**config.mk**
```make
export PLATFORM = sky130hd
export DESIGN_NAME = dual_timer_counter
export DESIGN_NICKNAME = d
export VERILOG_FILES = /design/src/tc_pkg.sv /design/src/dual_timer_counter.sv
export SDC_FILE = /design/constraint.sdc
export NUM_CORES = 1
export LEC_CHECK = 0
export BUFFER_PORTS_ARGS = -buffer_cell sky130_fd_sc_hd__buf_4
export CAP_MARGIN = 30
export CORE_ASPECT_RATIO = 1.75
export CORE_MARGIN = 2
export CORE_UTILIZATION = 58
export CTS_BUF_LIST = sky130_fd_sc_hd__clkbuf_4 sky130_fd_sc_hd__clkbuf_8
export CTS_CLUSTER_DIAMETER = 150
export DETAILED_ROUTE_END_ITERATION = 6
export PLACE_DENSITY_LB_ADDON = 0.08
export SYNTH_ARGS = -nofsm -noshare
export SYNTH_HDL_FRONTEND = slang
export SYNTH_SLANG_ARGS = --single-unit
export TNS_END_PERCENT = 100
```
**constraint.sdc**
```tcl
create_clock -name mclk -period 3.2 [get_ports mclk]
set_clock_uncertainty 0.1 [all_clocks]
set_input_delay 0 -clock mclk [delete_from_list [all_inputs] [get_ports mclk]]
set_output_delay 0 -clock mclk [all_outputs]
set_load 0.02 [all_outputs]
```
**src/tc_pkg.sv**
```systemverilog
// package: register map, fields and timing for the dual timer/counter
package tc_pkg;
    localparam int          OSC_PER_CYCLE   = 12;
    localparam logic [11:0] ADDR_T0_LOW     = 12'h000;
    localparam logic [11:0] ADDR_T0_HIGH    = 12'h004;
    localparam logic [11:0] ADDR_T1_LOW     = 12'h008;
    localparam logic [11:0] ADDR_T1_HIGH    = 12'h00C;
    localparam logic [11:0] ADDR_CTRL       = 12'h010;
    localparam logic [11:0] ADDR_RELOAD     = 12'h014;
    localparam logic [11:0] ADDR_IRQ_STATUS = 12'h018;
    localparam logic [11:0] ADDR_IRQ_ENABLE = 12'h01C;
    localparam logic [11:0] ADDR_IRQ_CLEAR  = 12'h020;
    localparam logic [11:0] ADDR_CPU_CTRL   = 12'h024;
    localparam logic [11:0] ADDR_CPU_STATUS = 12'h028;
    // ctrl fields, per timer n at bit n*4
    localparam int          CTRL_RUN        = 0;
    localparam int          CTRL_COUNTER    = 1;
    localparam int          CTRL_GATE       = 2;
    localparam int          CTRL_RELOAD     = 3;
    localparam int          CTRL_STRIDE     = 4;
    localparam int          CPU_IN_SERVICE  = 1;
    localparam int          CPU_GLOBAL_EN   = 0;
    localparam logic [1:0]  RESP_OKAY       = 2'h0;
    localparam logic [1:0]  RESP_SLVERR     = 2'h2;
    localparam logic [7:0]  BYTE_ZERO       = 8'h00;
    localparam logic [31:0] WORD_ZERO       = 32'h00000000;
    // service call length in instruction cycles
    localparam logic [2:0]  CALL_CYCLES     = 3'h2;
endpackage

```
**src/dual_timer_counter.sv**
```systemverilog
// dual 16-bit timer/event counter with AXI4-Lite register access
// Contract
// - overflow of either timer sets its interrupt request automatically
// - pending request vectors only when globally enabled and no service active
// - vector taken after current instruction end plus two call cycles
// - after overflow counting continues from wrapped value
// - two independent 16-bit timer/counters
// - count is low and high byte; low carry increments high
// - run flag clear holds count; set resumes from held value
// - both count bytes read and writable while running
// - counter 0 counts port-3 bit 4, counter 1 bit 5
// - external interrupt pins 0 and 1 gate counters 0 and 1
// - reset input rising edge resets the timer logic
// - instruction cycle lasts 12 oscillator periods
// - auto-reload mode reloads stored byte on low-byte overflow
//
// Added by the designer: register access over AXI4-Lite and the address map.
`timescale 1ns/1ps
module dual_timer_counter #(
    parameter int CYCLE_DIV = tc_pkg::OSC_PER_CYCLE
) (
    input  wire logic        mclk,
    input  wire logic        resetn,
    input  wire logic        reset_input,
    input  wire logic        counter0_pulse_input,
    input  wire logic        counter1_pulse_input,
    input  wire logic        ext_irq0_gate_pin,
    input  wire logic        ext_irq1_gate_pin,
    input  wire logic [7:0]  port3_latch,
    input  wire logic        instr_end,
    input  wire logic [11:0] s_axi_awaddr,
    input  wire logic        s_axi_awvalid,
    output logic             s_axi_awready,
    input  wire logic [31:0] s_axi_wdata,
    input  wire logic [3:0]  s_axi_wstrb,
    input  wire logic        s_axi_wvalid,
    output logic             s_axi_wready,
    output logic [1:0]       s_axi_bresp,
    output logic             s_axi_bvalid,
    input  wire logic        s_axi_bready,
    input  wire logic [11:0] s_axi_araddr,
    input  wire logic        s_axi_arvalid,
    output logic             s_axi_arready,
    output logic [31:0]      s_axi_rdata,
    output logic [1:0]       s_axi_rresp,
    output logic             s_axi_rvalid,
    input  wire logic        s_axi_rready,
    output logic             irq,
    output logic             vector_valid,
    output logic             vector_timer,
    output logic             instruction_cycle
);
    // ----------------------------------------------------------------
    // pin synchronisers and device reset edge
    // ----------------------------------------------------------------
    logic [5:0] sync1_reg;
    logic [5:0] sync2_reg;
    logic [1:0] pulse_prev_reg;
    logic       rst_prev_reg;
    wire  [5:0] pins_raw = {reset_input, ext_irq1_gate_pin, ext_irq0_gate_pin,
                            counter1_pulse_input, counter0_pulse_input, 1'b0};
    always_ff @(posedge mclk) begin
        sync1_reg <= pins_raw;
        sync2_reg <= sync1_reg;
    end
    wire [1:0] pulse_s = sync2_reg[2:1];
    wire [1:0] gate_s  = sync2_reg[4:3];
    wire       rst_s   = sync2_reg[5];
    wire       dev_rst = !resetn || (rst_s && !rst_prev_reg);

    // ----------------------------------------------------------------
    // instruction cycle prescaler
    // ----------------------------------------------------------------
    logic [7:0] div_reg;
    wire        tick = (div_reg == 8'(CYCLE_DIV - 1));
    always_ff @(posedge mclk) begin
        rst_prev_reg <= resetn ? rst_s : 1'b0;
        if (dev_rst) begin
            div_reg           <= 8'h00;
            instruction_cycle <= 1'b0;
            pulse_prev_reg    <= 2'h0;
        end else begin
            div_reg           <= tick ? 8'h00 : div_reg + 8'h01;
            instruction_cycle <= tick;
            if (tick) begin
                pulse_prev_reg <= pulse_s;
            end
        end
    end

    // ----------------------------------------------------------------
    // registers
    // ----------------------------------------------------------------
    logic [7:0] cnt_low_reg  [2];
    logic [7:0] cnt_high_reg [2];
    logic [7:0] ctrl_reg;
    logic [7:0] reload_reg   [2];
    logic [1:0] irq_status_reg;
    logic [1:0] irq_enable_reg;
    logic       global_irq_enable;
    logic       in_service_reg;

    // ----------------------------------------------------------------
    // AXI4-Lite write path
    // ----------------------------------------------------------------
    logic [11:0] awaddr_reg;
    logic [31:0] wdata_reg;
    logic        aw_have_reg;
    logic        w_have_reg;
    wire         wr_fire = aw_have_reg && w_have_reg && !s_axi_bvalid;
    wire         wr_map  = (awaddr_reg[11:2] <= tc_pkg::ADDR_CPU_STATUS[11:2])
                           && (awaddr_reg[1:0] == 2'h0);
    function automatic logic wr_hit(input logic [11:0] a);
        return wr_fire && (awaddr_reg == a);
    endfunction
    always_ff @(posedge mclk) begin
        if (!resetn) begin
            aw_have_reg   <= 1'b0;
            w_have_reg    <= 1'b0;
            awaddr_reg    <= 12'h000;
            wdata_reg     <= tc_pkg::WORD_ZERO;
            s_axi_bvalid  <= 1'b0;
            s_axi_bresp   <= tc_pkg::RESP_OKAY;
            s_axi_awready <= 1'b0;
            s_axi_wready  <= 1'b0;
        end else begin
            s_axi_awready <= !aw_have_reg && !s_axi_awready;
            s_axi_wready  <= !w_have_reg && !s_axi_wready;
            if (s_axi_awvalid && s_axi_awready) begin
                aw_have_reg <= 1'b1;
                awaddr_reg  <= s_axi_awaddr;
                s_axi_awready <= 1'b0;
            end
            if (s_axi_wvalid && s_axi_wready) begin
                w_have_reg <= 1'b1;
                wdata_reg  <= s_axi_wdata;
                s_axi_wready <= 1'b0;
            end
            if (wr_fire) begin
                aw_have_reg  <= 1'b0;
                w_have_reg   <= 1'b0;
                s_axi_bvalid <= 1'b1;
                s_axi_bresp  <= wr_map ? tc_pkg::RESP_OKAY : tc_pkg::RESP_SLVERR;
            end else if (s_axi_bvalid && s_axi_bready) begin
                s_axi_bvalid <= 1'b0;
            end
        end
    end
    logic [3:0] wstrb_reg;
    always_ff @(posedge mclk) begin
        if (!resetn) begin
            wstrb_reg <= 4'h0;
        end else if (s_axi_wvalid && s_axi_wready) begin
            wstrb_reg <= s_axi_wstrb;
        end
    end
    wire lane0 = wstrb_reg[0];

    // ----------------------------------------------------------------
    // timer/counter cores
    // ----------------------------------------------------------------
    logic [1:0] ovf;
    genvar n;
    generate
        for (n = 0; n < 2; n++) begin : g_tc
            wire run   = ctrl_reg[n*tc_pkg::CTRL_STRIDE + tc_pkg::CTRL_RUN];
            wire cmode = ctrl_reg[n*tc_pkg::CTRL_STRIDE + tc_pkg::CTRL_COUNTER];
            wire gmode = ctrl_reg[n*tc_pkg::CTRL_STRIDE + tc_pkg::CTRL_GATE];
            wire rmode = ctrl_reg[n*tc_pkg::CTRL_STRIDE + tc_pkg::CTRL_RELOAD];
            // pin functions need the port-3 latch bit at one
            wire pin_ok  = port3_latch[4 + n];
            wire gate_ok = !gmode || (gate_s[n] && port3_latch[2 + n]);
            wire fall    = pulse_prev_reg[n] && !pulse_s[n] && pin_ok;
            wire step    = tick && run && gate_ok && (cmode ? fall : 1'b1);
            wire low_c   = step && (cnt_low_reg[n] == 8'hFF);
            wire high_c  = low_c && (cnt_high_reg[n] == 8'hFF);
            assign ovf[n] = rmode ? low_c : high_c;
            wire [11:0] a_low  = n ? tc_pkg::ADDR_T1_LOW  : tc_pkg::ADDR_T0_LOW;
            wire [11:0] a_high = n ? tc_pkg::ADDR_T1_HIGH : tc_pkg::ADDR_T0_HIGH;
            always_ff @(posedge mclk) begin
                if (dev_rst) begin
                    cnt_low_reg[n]  <= tc_pkg::BYTE_ZERO;
                    cnt_high_reg[n] <= tc_pkg::BYTE_ZERO;
                    reload_reg[n]   <= tc_pkg::BYTE_ZERO;
                end else begin
                    // software write wins over the step in the same cycle
                    if (wr_hit(a_low) && lane0) begin
                        cnt_low_reg[n] <= wdata_reg[7:0];
                    end else if (low_c && rmode) begin
                        cnt_low_reg[n] <= reload_reg[n];
                    end else if (step) begin
                        cnt_low_reg[n] <= cnt_low_reg[n] + 8'h01;
                    end
                    if (wr_hit(a_high) && lane0) begin
                        cnt_high_reg[n] <= wdata_reg[7:0];
                    end else if (low_c && !rmode) begin
                        cnt_high_reg[n] <= cnt_high_reg[n] + 8'h01;
                    end
                    if (wr_hit(tc_pkg::ADDR_RELOAD) && wstrb_reg[n]) begin
                        reload_reg[n] <= wdata_reg[n*8 +: 8];
                    end
                end
            end
        end
    endgenerate

    // ----------------------------------------------------------------
    // control, interrupt status and vectoring
    // ----------------------------------------------------------------
    logic [2:0] call_cnt_reg;
    logic       call_busy_reg;
    logic       call_wait_reg;
    logic       call_sel_reg;
    wire [1:0]  pend    = irq_status_reg & irq_enable_reg;
    wire        can_vec = global_irq_enable && !in_service_reg && (pend != 2'h0)
                          && !call_wait_reg && !call_busy_reg;
    wire [1:0]  clr     = wr_hit(tc_pkg::ADDR_IRQ_CLEAR) ? wdata_reg[1:0] : 2'h0;
    always_ff @(posedge mclk) begin
        if (dev_rst) begin
            ctrl_reg          <= 8'h00;
            irq_status_reg    <= 2'h0;
            irq_enable_reg    <= 2'h0;
            global_irq_enable <= 1'b0;
            in_service_reg    <= 1'b0;
            call_cnt_reg      <= 3'h0;
            call_busy_reg     <= 1'b0;
            call_wait_reg     <= 1'b0;
            call_sel_reg      <= 1'b0;
            vector_valid      <= 1'b0;
            vector_timer      <= 1'b0;
            irq               <= 1'b0;
        end else begin
            if (wr_hit(tc_pkg::ADDR_CTRL) && lane0) begin
                ctrl_reg <= wdata_reg[7:0];
            end
            if (wr_hit(tc_pkg::ADDR_IRQ_ENABLE) && lane0) begin
                irq_enable_reg <= wdata_reg[1:0];
            end
            if (wr_hit(tc_pkg::ADDR_CPU_CTRL) && lane0) begin
                global_irq_enable <= wdata_reg[tc_pkg::CPU_GLOBAL_EN];
                if (!wdata_reg[tc_pkg::CPU_IN_SERVICE]) begin
                    in_service_reg <= 1'b0;
                end
            end
            // set wins over clear
            irq_status_reg <= (irq_status_reg & ~clr) | ovf;
            irq            <= ((irq_status_reg | ovf) & irq_enable_reg) != 2'h0;
            vector_valid   <= 1'b0;
            if (can_vec) begin
                call_wait_reg <= 1'b1;
                call_sel_reg  <= !pend[0];
            end else if (call_wait_reg && instr_end) begin
                call_wait_reg <= 1'b0;
                call_busy_reg <= 1'b1;
                call_cnt_reg  <= tc_pkg::CALL_CYCLES;
            end else if (call_busy_reg && tick) begin
                call_cnt_reg <= call_cnt_reg - 3'h1;
                if (call_cnt_reg == 3'h1) begin
                    call_busy_reg  <= 1'b0;
                    in_service_reg <= 1'b1;
                    vector_valid   <= 1'b1;
                    vector_timer   <= call_sel_reg;
                end
            end
        end
    end

    // ----------------------------------------------------------------
    // AXI4-Lite read path
    // ----------------------------------------------------------------
    wire [11:0] ra = s_axi_araddr;
    wire        r_map = (ra[11:2] <= tc_pkg::ADDR_CPU_STATUS[11:2]) && (ra[1:0] == 2'h0);
    logic [31:0] rd_mux;
    always_comb begin
        rd_mux = tc_pkg::WORD_ZERO;
        unique case (ra)
            tc_pkg::ADDR_T0_LOW:     rd_mux[7:0] = cnt_low_reg[0];
            tc_pkg::ADDR_T0_HIGH:    rd_mux[7:0] = cnt_high_reg[0];
            tc_pkg::ADDR_T1_LOW:     rd_mux[7:0] = cnt_low_reg[1];
            tc_pkg::ADDR_T1_HIGH:    rd_mux[7:0] = cnt_high_reg[1];
            tc_pkg::ADDR_CTRL:       rd_mux[7:0] = ctrl_reg;
            tc_pkg::ADDR_RELOAD:     rd_mux[15:0] = {reload_reg[1], reload_reg[0]};
            tc_pkg::ADDR_IRQ_STATUS: rd_mux[1:0] = irq_status_reg;
            tc_pkg::ADDR_IRQ_ENABLE: rd_mux[1:0] = irq_enable_reg;
            tc_pkg::ADDR_CPU_CTRL:   rd_mux[1:0] = {in_service_reg, global_irq_enable};
            tc_pkg::ADDR_CPU_STATUS: rd_mux[2:0] = {call_busy_reg, call_wait_reg,
                                                    in_service_reg};
            default:                 rd_mux = tc_pkg::WORD_ZERO;
        endcase
    end
    always_ff @(posedge mclk) begin
        if (!resetn) begin
            s_axi_arready <= 1'b0;
            s_axi_rvalid  <= 1'b0;
            s_axi_rdata   <= tc_pkg::WORD_ZERO;
            s_axi_rresp   <= tc_pkg::RESP_OKAY;
        end else begin
            s_axi_arready <= !s_axi_rvalid && !s_axi_arready && !s_axi_arvalid ? 1'b1
                             : (!s_axi_rvalid && !s_axi_arready);
            if (s_axi_arvalid && s_axi_arready) begin
                s_axi_arready <= 1'b0;
                s_axi_rvalid  <= 1'b1;
                s_axi_rdata   <= rd_mux;
                s_axi_rresp   <= r_map ? tc_pkg::RESP_OKAY : tc_pkg::RESP_SLVERR;
            end else if (s_axi_rvalid && s_axi_rready) begin
                s_axi_rvalid <= 1'b0;
            end
        end
    end
endmodule

```
=== After elaboration in Yosys (flattened, before gate mapping) ===
Memory sizes are Yosys's and may differ from the RTL's.
Cells that the tools add are included.

* Register bits after elaboration: 102
* Bits in latches: 0
* Bits in writable memories: 48
* Bits in read-only memories: 0
* Input bits: 81
* Output and inout port bits: 45
* Word-level logic and storage cells: 276
* Memories: 3

* $add $sub $neg: 6
* $mul: 0
* Divide/modulo/power cells: 0
* Order comparisons: 2
* Eq/ne operators: 23
* Shift operators: 0
* Multiplexer cells: 88
* Bitwise gates (word level): 22
* Reductions and logical operators: 101

{| class="wikitable"
|+ Memory list
! memory !! depth !! width !! read ports !! clocked after Yosys merged registers in !! wr ports !! RTL line !! text
|-
| cnt_high_reg || 2 || 8 || 2 || 0 || 2 || dual_timer_counter.sv:95 || <nowiki>logic [7:0] cnt_high_reg [2];</nowiki>
|-
| cnt_low_reg || 2 || 8 || 2 || 0 || 2 || dual_timer_counter.sv:94 || <nowiki>logic [7:0] cnt_low_reg [2];</nowiki>
|-
| reload_reg || 2 || 8 || 2 || 0 || 2 || dual_timer_counter.sv:97 || <nowiki>logic [7:0] reload_reg [2];</nowiki>
|}

{| class="wikitable"
|+ Operators by type and width
! operator !! count
|-
| 8-bit two-way mux || 13
|-
| 12-bit by 5-bit equality test with 1-bit output, second input constant || 7
|-
| 1-bit two-way mux || 67
|-
| 1-bit logical AND || 58
|-
| 12-bit by 4-bit equality test with 1-bit output, second input constant || 4
|-
| 12-bit by 6-bit equality test with 1-bit output, second input constant || 4
|-
| 8-bit by 1-bit adder with 8-bit output, second input constant || 5
|-
| 8-bit equality test, second input constant || 4
|-
| 5-bit one-hot mux with 6 select lines || 1
|-
| 12-bit by 3-bit equality test with 1-bit output, second input constant || 2
|-
| 12-bit logical NOT || 2
|-
| 10-bit by 4-bit <= comparator with 1-bit output, second input constant || 2
|-
| 1-bit logical NOT || 20
|-
| 2-bit one-hot mux with 10 select lines || 1
|-
| 2-bit nonzero test || 7
|-
| 1-bit OR || 12
|-
| 2-bit OR reduction || 5
|-
| 8-bit by 4-bit equality test with 1-bit output, second input constant || 1
|-
| 1-bit one-hot mux with 7 select lines || 1
|-
| 2-bit AND || 3
|-
| 2-bit two-way mux || 3
|-
| 3-bit two-way mux || 2
|-
| 2-bit logical NOT || 2
|-
| 1-bit inverter || 4
|-
| other kinds (9) || 12
|}

=== Logic depth before layout (Yosys ltp) ===
Gate-level depths: netlist (run 1).

* Depth in word-level cells: 13
* Mapped depth: 8
* Gate-level depth less buffers: 6

=== Least setup slack after synthesis (run 1) ===
No wires, ideal clock.

* Kind: register -> register
* From: register div_reg[0]
* To: memory cnt_low_reg[0][1], data pin
* Library setup time: 0.260 ns
* Arrival time: 1.983 ns
* Required time: 2.840 ns
* Setup slack: 0.856 ns
* Stages on the path, launching flop included: 8
* Buffers on the path: 1
* Clock period less this slack: 2.344 ns
* Cell sequence: dfxtp_1 -> ha_1 -> and3b_4 -> and2_1 -> buf_6 -> and3_4 -> a211oi_4 -> mux2_4

{| class="wikitable"
|+ RTL lines
! item !! RTL line !! text
|-
| start, declared || dual_timer_counter.sv:74 || <nowiki>logic [7:0] div_reg;</nowiki>
|-
| start signal, assigned || dual_timer_counter.sv:83 || <nowiki>div_reg <= tick ? 8'h00 : div_reg + 8'h01;</nowiki>
|-
| end, declared || dual_timer_counter.sv:94 ||
|}

==> results by group, run 1 <==
Run status
  – Status: completed

Finish
  – ANT cells: 0
  – P&R area growth vs syn: 21.19%
  – Fraction of final layout cells sized beyond drive strength 1: 0.1704
  – Filler instances: about 1000
  – Final Util: 0.7148
  – Post-route cell area: 0.008838 mm2
  – # nets final: 1008

Setup path
  – Endpoint class of the critical path: flop
  – CP Cell Sequence: nor4_2 -> nand4_2 -> o21ai_2 -> or2_1 -> a311oi_1
  – Critical-path top delay cell: o21ai_2
  – Worst EP required: 3.29 ns
  – Worst R2R Start: awaddr_reg[8]
  – R2R cell count: 5
  – Crit. Startpoint: awaddr_reg[8]
  – Worst path max stage delay: slightly below 0.6 ns
  – Kind of critical path: flop to flop
  – CP Data Arrival Time: 2.69 ns
  – Reg2reg setup slack: 0.61 ns
  – RR Endpoint: cnt_low_reg[1][0]
  – Setup crit end: cnt_low_reg[1][0]
  – Crit path launch type: flop
  – Critical-path maximum fanout: 17

Synthesis
  – Area share of the largest cell type after synthesis: 0.2745
  – Yosys reg bits: 148
  – FFs w/ async S/R, synth: 0
  – Main synth FF type: dfxtp_1
  – Synth Area in XOR/XNOR: 0.03843
  – Commonest cells in the netlist: nand2_1, dfxtp_1, a21oi_1
  – Cell accounting for the most synthesized area: dfxtp_1
  – Compound-Gate Fraction of Synth Area: 0.1542
  – Count leader, synth: nand2_1
  – Post-Syn Instances: 797
  – Area contributors post-synth: dfxtp_1, edfxtp_1, nand2_1
  – Post-synthesis mux area share: 0.04495
  – Cell Area, Synth: 0.007293 mm2
  – Fraction of the mapped netlist area in simple logic gates: 0.2290
  – Sequential area share after synthesis: 0.4721
  – Synth Area in Adders: 0.01201
  – Main combinational cell family by area after synthesis: simple AND/OR/NAND/NOR gates
  – EDFF count, synth: 48
  – Syn Area/Cell: about 9.2 um2
  – Yosys cell types: 67
  – Synth warn: 0

Drt
  – DRC Markers: 0
  – Via-to-Cell Ratio: 5.912
  – Total number of vias: 6509
  – Drt first-iter violations: 522
  – WL final: 19.79 mm
  – DRT Pass-1 Iters: 5
  – Final ANT Viol Nets: 0
  – Routed len/inst: 17.98 um

Placement
  – DPL Wire Length: between 10 and 15 mm
  – Routability cong.: 0.9592
  – I/O Buffers: between 80 and 90
  – Dpl cell area: between 0.008 and 0.009 mm2

Power
  – Worst vdd ir: 0.3364 mV
  – Leakage power: around 3.3 nW
  – Final Total Pwr: 3.857 mW
  – Pwr/cell area: 436.4 mW/mm2

STA
  – Final min period: 2.595 ns
  – RSZ-0062 raised after global routing: false
  – Final worst path period share: 0.8108
  – Worst slew pin tran: 1.048 ns
  – Fmax: 385.4 MHz
  – Pins Over Slew Limit: 0
  – Hold Fails Final Rpt: 0
  – Setup TNS: 0 ns
  – Finish-stage setup viols: 0
  – Max_slew headroom: 0.3015

Floorplan
  – Die X: ~89 um
  – Initial Util: 0.5899
  – Die Area: approximately 0.014 mm2
  – Cell row count: 54
  – Core area: 0.01236 mm2
  – # IOs: 126
  – Die H: 152.3 um

Clock tree
  – Clock root buffer: clkbuf_8
  – Post CTS Setup Buffer Count: 0
  – CTS tree: built
  – CTS max path bufs: 2
  – CTS H-tree lvls: 4
  – Cts bufs inserted: 17
  – Clk_lat worst skew: roughly 0.47 ns
  – Clock slew seen by the registers of the worst setup and hold paths: 0.09 ns
  – Clock sink count: 148
  – Post-CTS resize count: 0

Global route
  – Overflow after GRT: 0
  – First-pass GRT wire length: around 31 mm
  – All-layer global routing usage: 0.2998
  – Antenna violations before repair: 0
  – Largest net degree at the start of global routing: 47
  – Via count of the first global-routing pass: 6460

Hold path
  – Hold Path Class: input pin to flop
  – Worst hold path startpoint: s_axi_awvalid

Job
  – Maxcap violations: 0
==> layout make-up <==
class | count | area (um2) | share of cell area
multi-input cells | 594 | 3562 | 0.4030
well taps | 168 | 210.2 | 0.02378
inverters | 17 | 63.81 | 0.007220
repair buffers | 142 | 1181 | 0.1336
flip-flops and latches | 148 | 3443 | 0.3896
clock buffers | 18 | 247.7 | 0.02803
clock inverters | 14 | 130.1 | 0.01472
==> routing by layer <==
metal / track usage / part of all wire
met4: 0.1472 / 0.050
met5: 0 / 0
met2: 0.5174 / 0.52
met3: 0.05363 / 0.052
met1: 0.3456 / 0.38
==> worst min-delay path by stage <==
stage	cells past startpoint	to
2_1_floorplan	0	sync1_reg[1]
3_3_place_gp	1	sync1_reg[5]
3_5_place_dp	1	sync1_reg[2]
4_1_cts	4	awaddr_reg[5]
5_1_grt	4	awaddr_reg[9]
6_report	4	awaddr_reg[0]
==> worst max-delay path, delay by kind of cell (launching register included) <==
family | cells | cell delay (ns)
simple gates | 3 | 1.17
compound gates | 2 | 0.72
flops | 1 | 0.33
==> metrics by stage <==
stage          setup WS, ns  cells  hold slack (ns)
2_1_floorplan        0.8564    814         -0.07228
3_3_place_gp         0.7401   1023         0.004576
3_5_place_dp         0.6546   1023         0.006587
4_1_cts              0.5854   1101         0.001652
5_1_grt              0.3912   1101          0.04261
6_report             0.6054   1101         0.004462
==> power breakdown <==
group          total [mW]  internal [mW]  switching (mW)
combinational       0.377          0.166           0.211
sequential           2.08           2.01          0.0737
clock                1.40          0.592           0.809
==> cells by family after synthesis <==
kind of cell               Yosys count
buffers and inverters               72
adders and majority gates            7
muxes                               31
xor gates and xnor gates            32
AOI/OAI and AO/OA                  180
other                                1
DFF                                148
and+or+nand+nor                    326
==> cells in the final DEF (no fill, tap or decap), drive strengths merged, types with 13 or more instances in the layout <==
cell	instances
mux2i	20
buf	96
nand3	38
and2	24
xor2	13
and3	14
clkbuf	18
edfxtp	48
nor3	20
nor2	45
nand4	15
xnor2	19
inv	26
dfxtp	100
dlygate4sd3	46
conb	18
nand2	121
a21oi	70
o21ai	49
==> repair_timing <==
action                                  in CTS  in global routing
hold endpoints to repair                    54                  0
endpoints found under the setup margin       0                  0
hold buffers                                46                  0
Power figures use the tool's default switching activity.
==> run 2, diff against run 1 <==
==> constraint.sdc (replaced) <==
create_clock -name mclk -period 2.4 [get_ports mclk]
set_clock_uncertainty 0.1 [all_clocks]
set_input_delay 0 -clock mclk [delete_from_list [all_inputs] [get_ports mclk]]
set_output_delay 0 -clock mclk [all_outputs]
set_load 0.02 [all_outputs]
==> results by group, run 2 (synthesis results as in run 1) <==
Run status
  – Status: completed

Finish
  – Fraction of final layout cells sized beyond drive strength 1: 0.1979
  – Most frequent cells in the layout: buf_4, nand2_1, dfxtp_1
  – # nets final: roughly 1000
  – Commonest non-fill, non-tap cell in the layout: buf_4
  – ANT cells: 0
  – Sequential cell area: 0.003443 mm2
  – Final Util: 0.7406
  – Fin cells: between 1000 and 1500
  – Multi-input logic area: 0.003596 mm2
  – P&R area growth vs syn: 25.56%
  – Filler instances: 946

Clock tree
  – CTS H-tree lvls: 4
  – Cts bufs inserted: 17
  – CTS tree: built
  – Post CTS Setup Buffer Count: 0
  – Clock sink count: about 150
  – CTS max path bufs: 2
  – Clock slew seen by the registers of the worst setup and hold paths: 0.08 ns
  – Clk_lat worst skew: 0.45 ns
  – Clock root buffer: clkbuf_8

Power
  – Combinational share of power: 0.103
  – Switching part of the total: 0.2613
  – Leakage power: 3.497 nW
  – P_sw: roughly 1.4 mW
  – Worst vdd ir: 0.4713 mV
  – Clk pwr share: 0.376
  – Pwr/cell area: 579.1 mW/mm2
  – Final Total Pwr: 5.303 mW
  – Reg power frac: 0.521
  – Internal Power: 3.917 mW

Setup path
  – Endpoint class of the critical path: flop
  – Critical-path maximum fanout: 12
  – CP Cell Sequence: ha_1 -> and3b_4 -> and2_1 -> and3_4 -> a211oi_4 -> buf_4 -> mux2i_1
  – Critical-path top delay cell: dfxtp_1
  – Worst path max stage delay: 0.34 ns
  – Worst EP required: between 2 and 3 ns
  – Largest delay share family, worst path: simple AND/OR/NAND/NOR gates
  – Worst Path Buf+Inv: 1
  – Crit path launch type: flop
  – CP Data Arrival Time: 2.51 ns
  – R2R cell count: 7
  – Worst R2R Start: div_reg[0]
  – RR Endpoint: cnt_low_reg[0][0]
  – Reg2reg setup slack: approximately 0.077 ns
  – Kind of critical path: flop to flop

Job
  – Maxcap violations: 0

Hold path
  – Hold path depth: 5
  – Worst hold path startpoint: s_axi_araddr[6]
  – Hold Path Class: input pin to flop
  – Hold EP: s_axi_rdata[1]

STA
  – Worst hold slack: 0.02257 ns
  – Worst slew pin tran: 0.5979 ns
  – Pins Over Slew Limit: 0
  – Finish-stage setup viols: 0
  – Final min period: about 2.3 ns
  – Max_slew headroom: 0.6014
  – Final worst path period share: 0.9681
  – Fmax: 430.4 MHz
  – Setup TNS: 0 ns
  – Hold Fails Final Rpt: 0
  – RSZ-0062 raised after global routing: false

Drt
  – Total number of vias: about 6500
  – DRT Pass-1 Iters: 6
  – Routed len/inst: around 18 um
  – Via-to-Cell Ratio: 5.777
  – Drt first-iter violations: 460
  – Final ANT Viol Nets: 0
  – WL final: ~21 mm
  – DRC Markers: 0

Global route
  – Antenna violations before repair: 0
  – Overflow after GRT: 0
  – Via count of the first global-routing pass: approximately 6700
  – Largest net degree at the start of global routing: 47
  – All-layer global routing usage: 0.3136
  – First-pass GRT wire length: 32.73 mm

Floorplan
  – # IOs: 126
  – Core area: 0.01236 mm2
  – Die Area: 0.01352 mm2
  – Initial Util: 0.5899
  – Die H: 152.3 um
  – Die X: about 89 um
  – Cell row count: 54

Placement
  – Placed cells: between 1000 and 1500
  – DPL Wire Length: between 15 and 20 mm
  – I/O Buffers: 85
  – Routability cong.: a little under 1
==> run 2: cell type report <==
class,count,share of cell area
Sequential cell,148,0.3760
Clock buffer,20,0.02869
Timing Repair Buffer,174,0.1569
Inverter,17,0.006968
Multi-Input combinational cell,594,0.3927
Clock inverter,12,0.01585
Tap cell,168,0.02295
==> run 2: tightest hold or removal path, cell delays in order <==
cell	delay, ns
buf_4	0.07
nor2_1	0.07
nand2_1	0.16
o21bai_1	0.14
a221oi_1	0.08
==> run 2: worst max-delay path by stage <==
| stage | from | endpoint | cells past startpoint |
|---|---|---|---|
| CTS | s_axi_arready | s_axi_rdata[4] | 5 |
| finish | div_reg[0] | cnt_low_reg[0][0] | 7 |
| global placement | div_reg[0] | cnt_low_reg[0][1] | 6 |
| floorplan | div_reg[0] | cnt_low_reg[0][1] | 7 |
| global route | div_reg[0] | cnt_low_reg[0][0] | 7 |
| detailed placement | div_reg[0] | cnt_low_reg[0][3] | 7 |
==> run 2: stage by stage <==
step                      setup slack (ns)  instance area, um2
after floorplan                    0.05636                7357
after global placement              0.2139                8195
after detailed placement            0.1539                8195
after CTS                          0.05370                9124
after global routing              0.002028                9158
final                              0.07653                9158
==> run 2: per-layer routing <==
metal,wire length [um],vias up,global-route usage,part of all wire
li1,-,3151,-,-
met1,7478,3052,0.3387,0.36
met2,10920,259,0.5558,0.53
met3,1108,83,0.06392,0.054
met4,1045,0,0.1602,0.051
met5,0,-,0,0
==> run 2: what timing repair did <==
item	CTS	global route
hold buffers	52	0
resized for setup	0	7
endpoints found under the hold margin	58	0
endpoints found under the setup margin	0	16
==> run 2: power groups by stage <==
stage	Combinational [mW]	Clock, mW	Sequential (mW)
2_1_floorplan	0.278	0	2.80
3_3_place_gp	0.457	0	2.81
3_5_place_dp	0.467	0	2.82
4_1_cts	0.534	2.01	2.76
5_1_grt	0.590	2.13	2.77
6_report	0.547	1.99	2.76
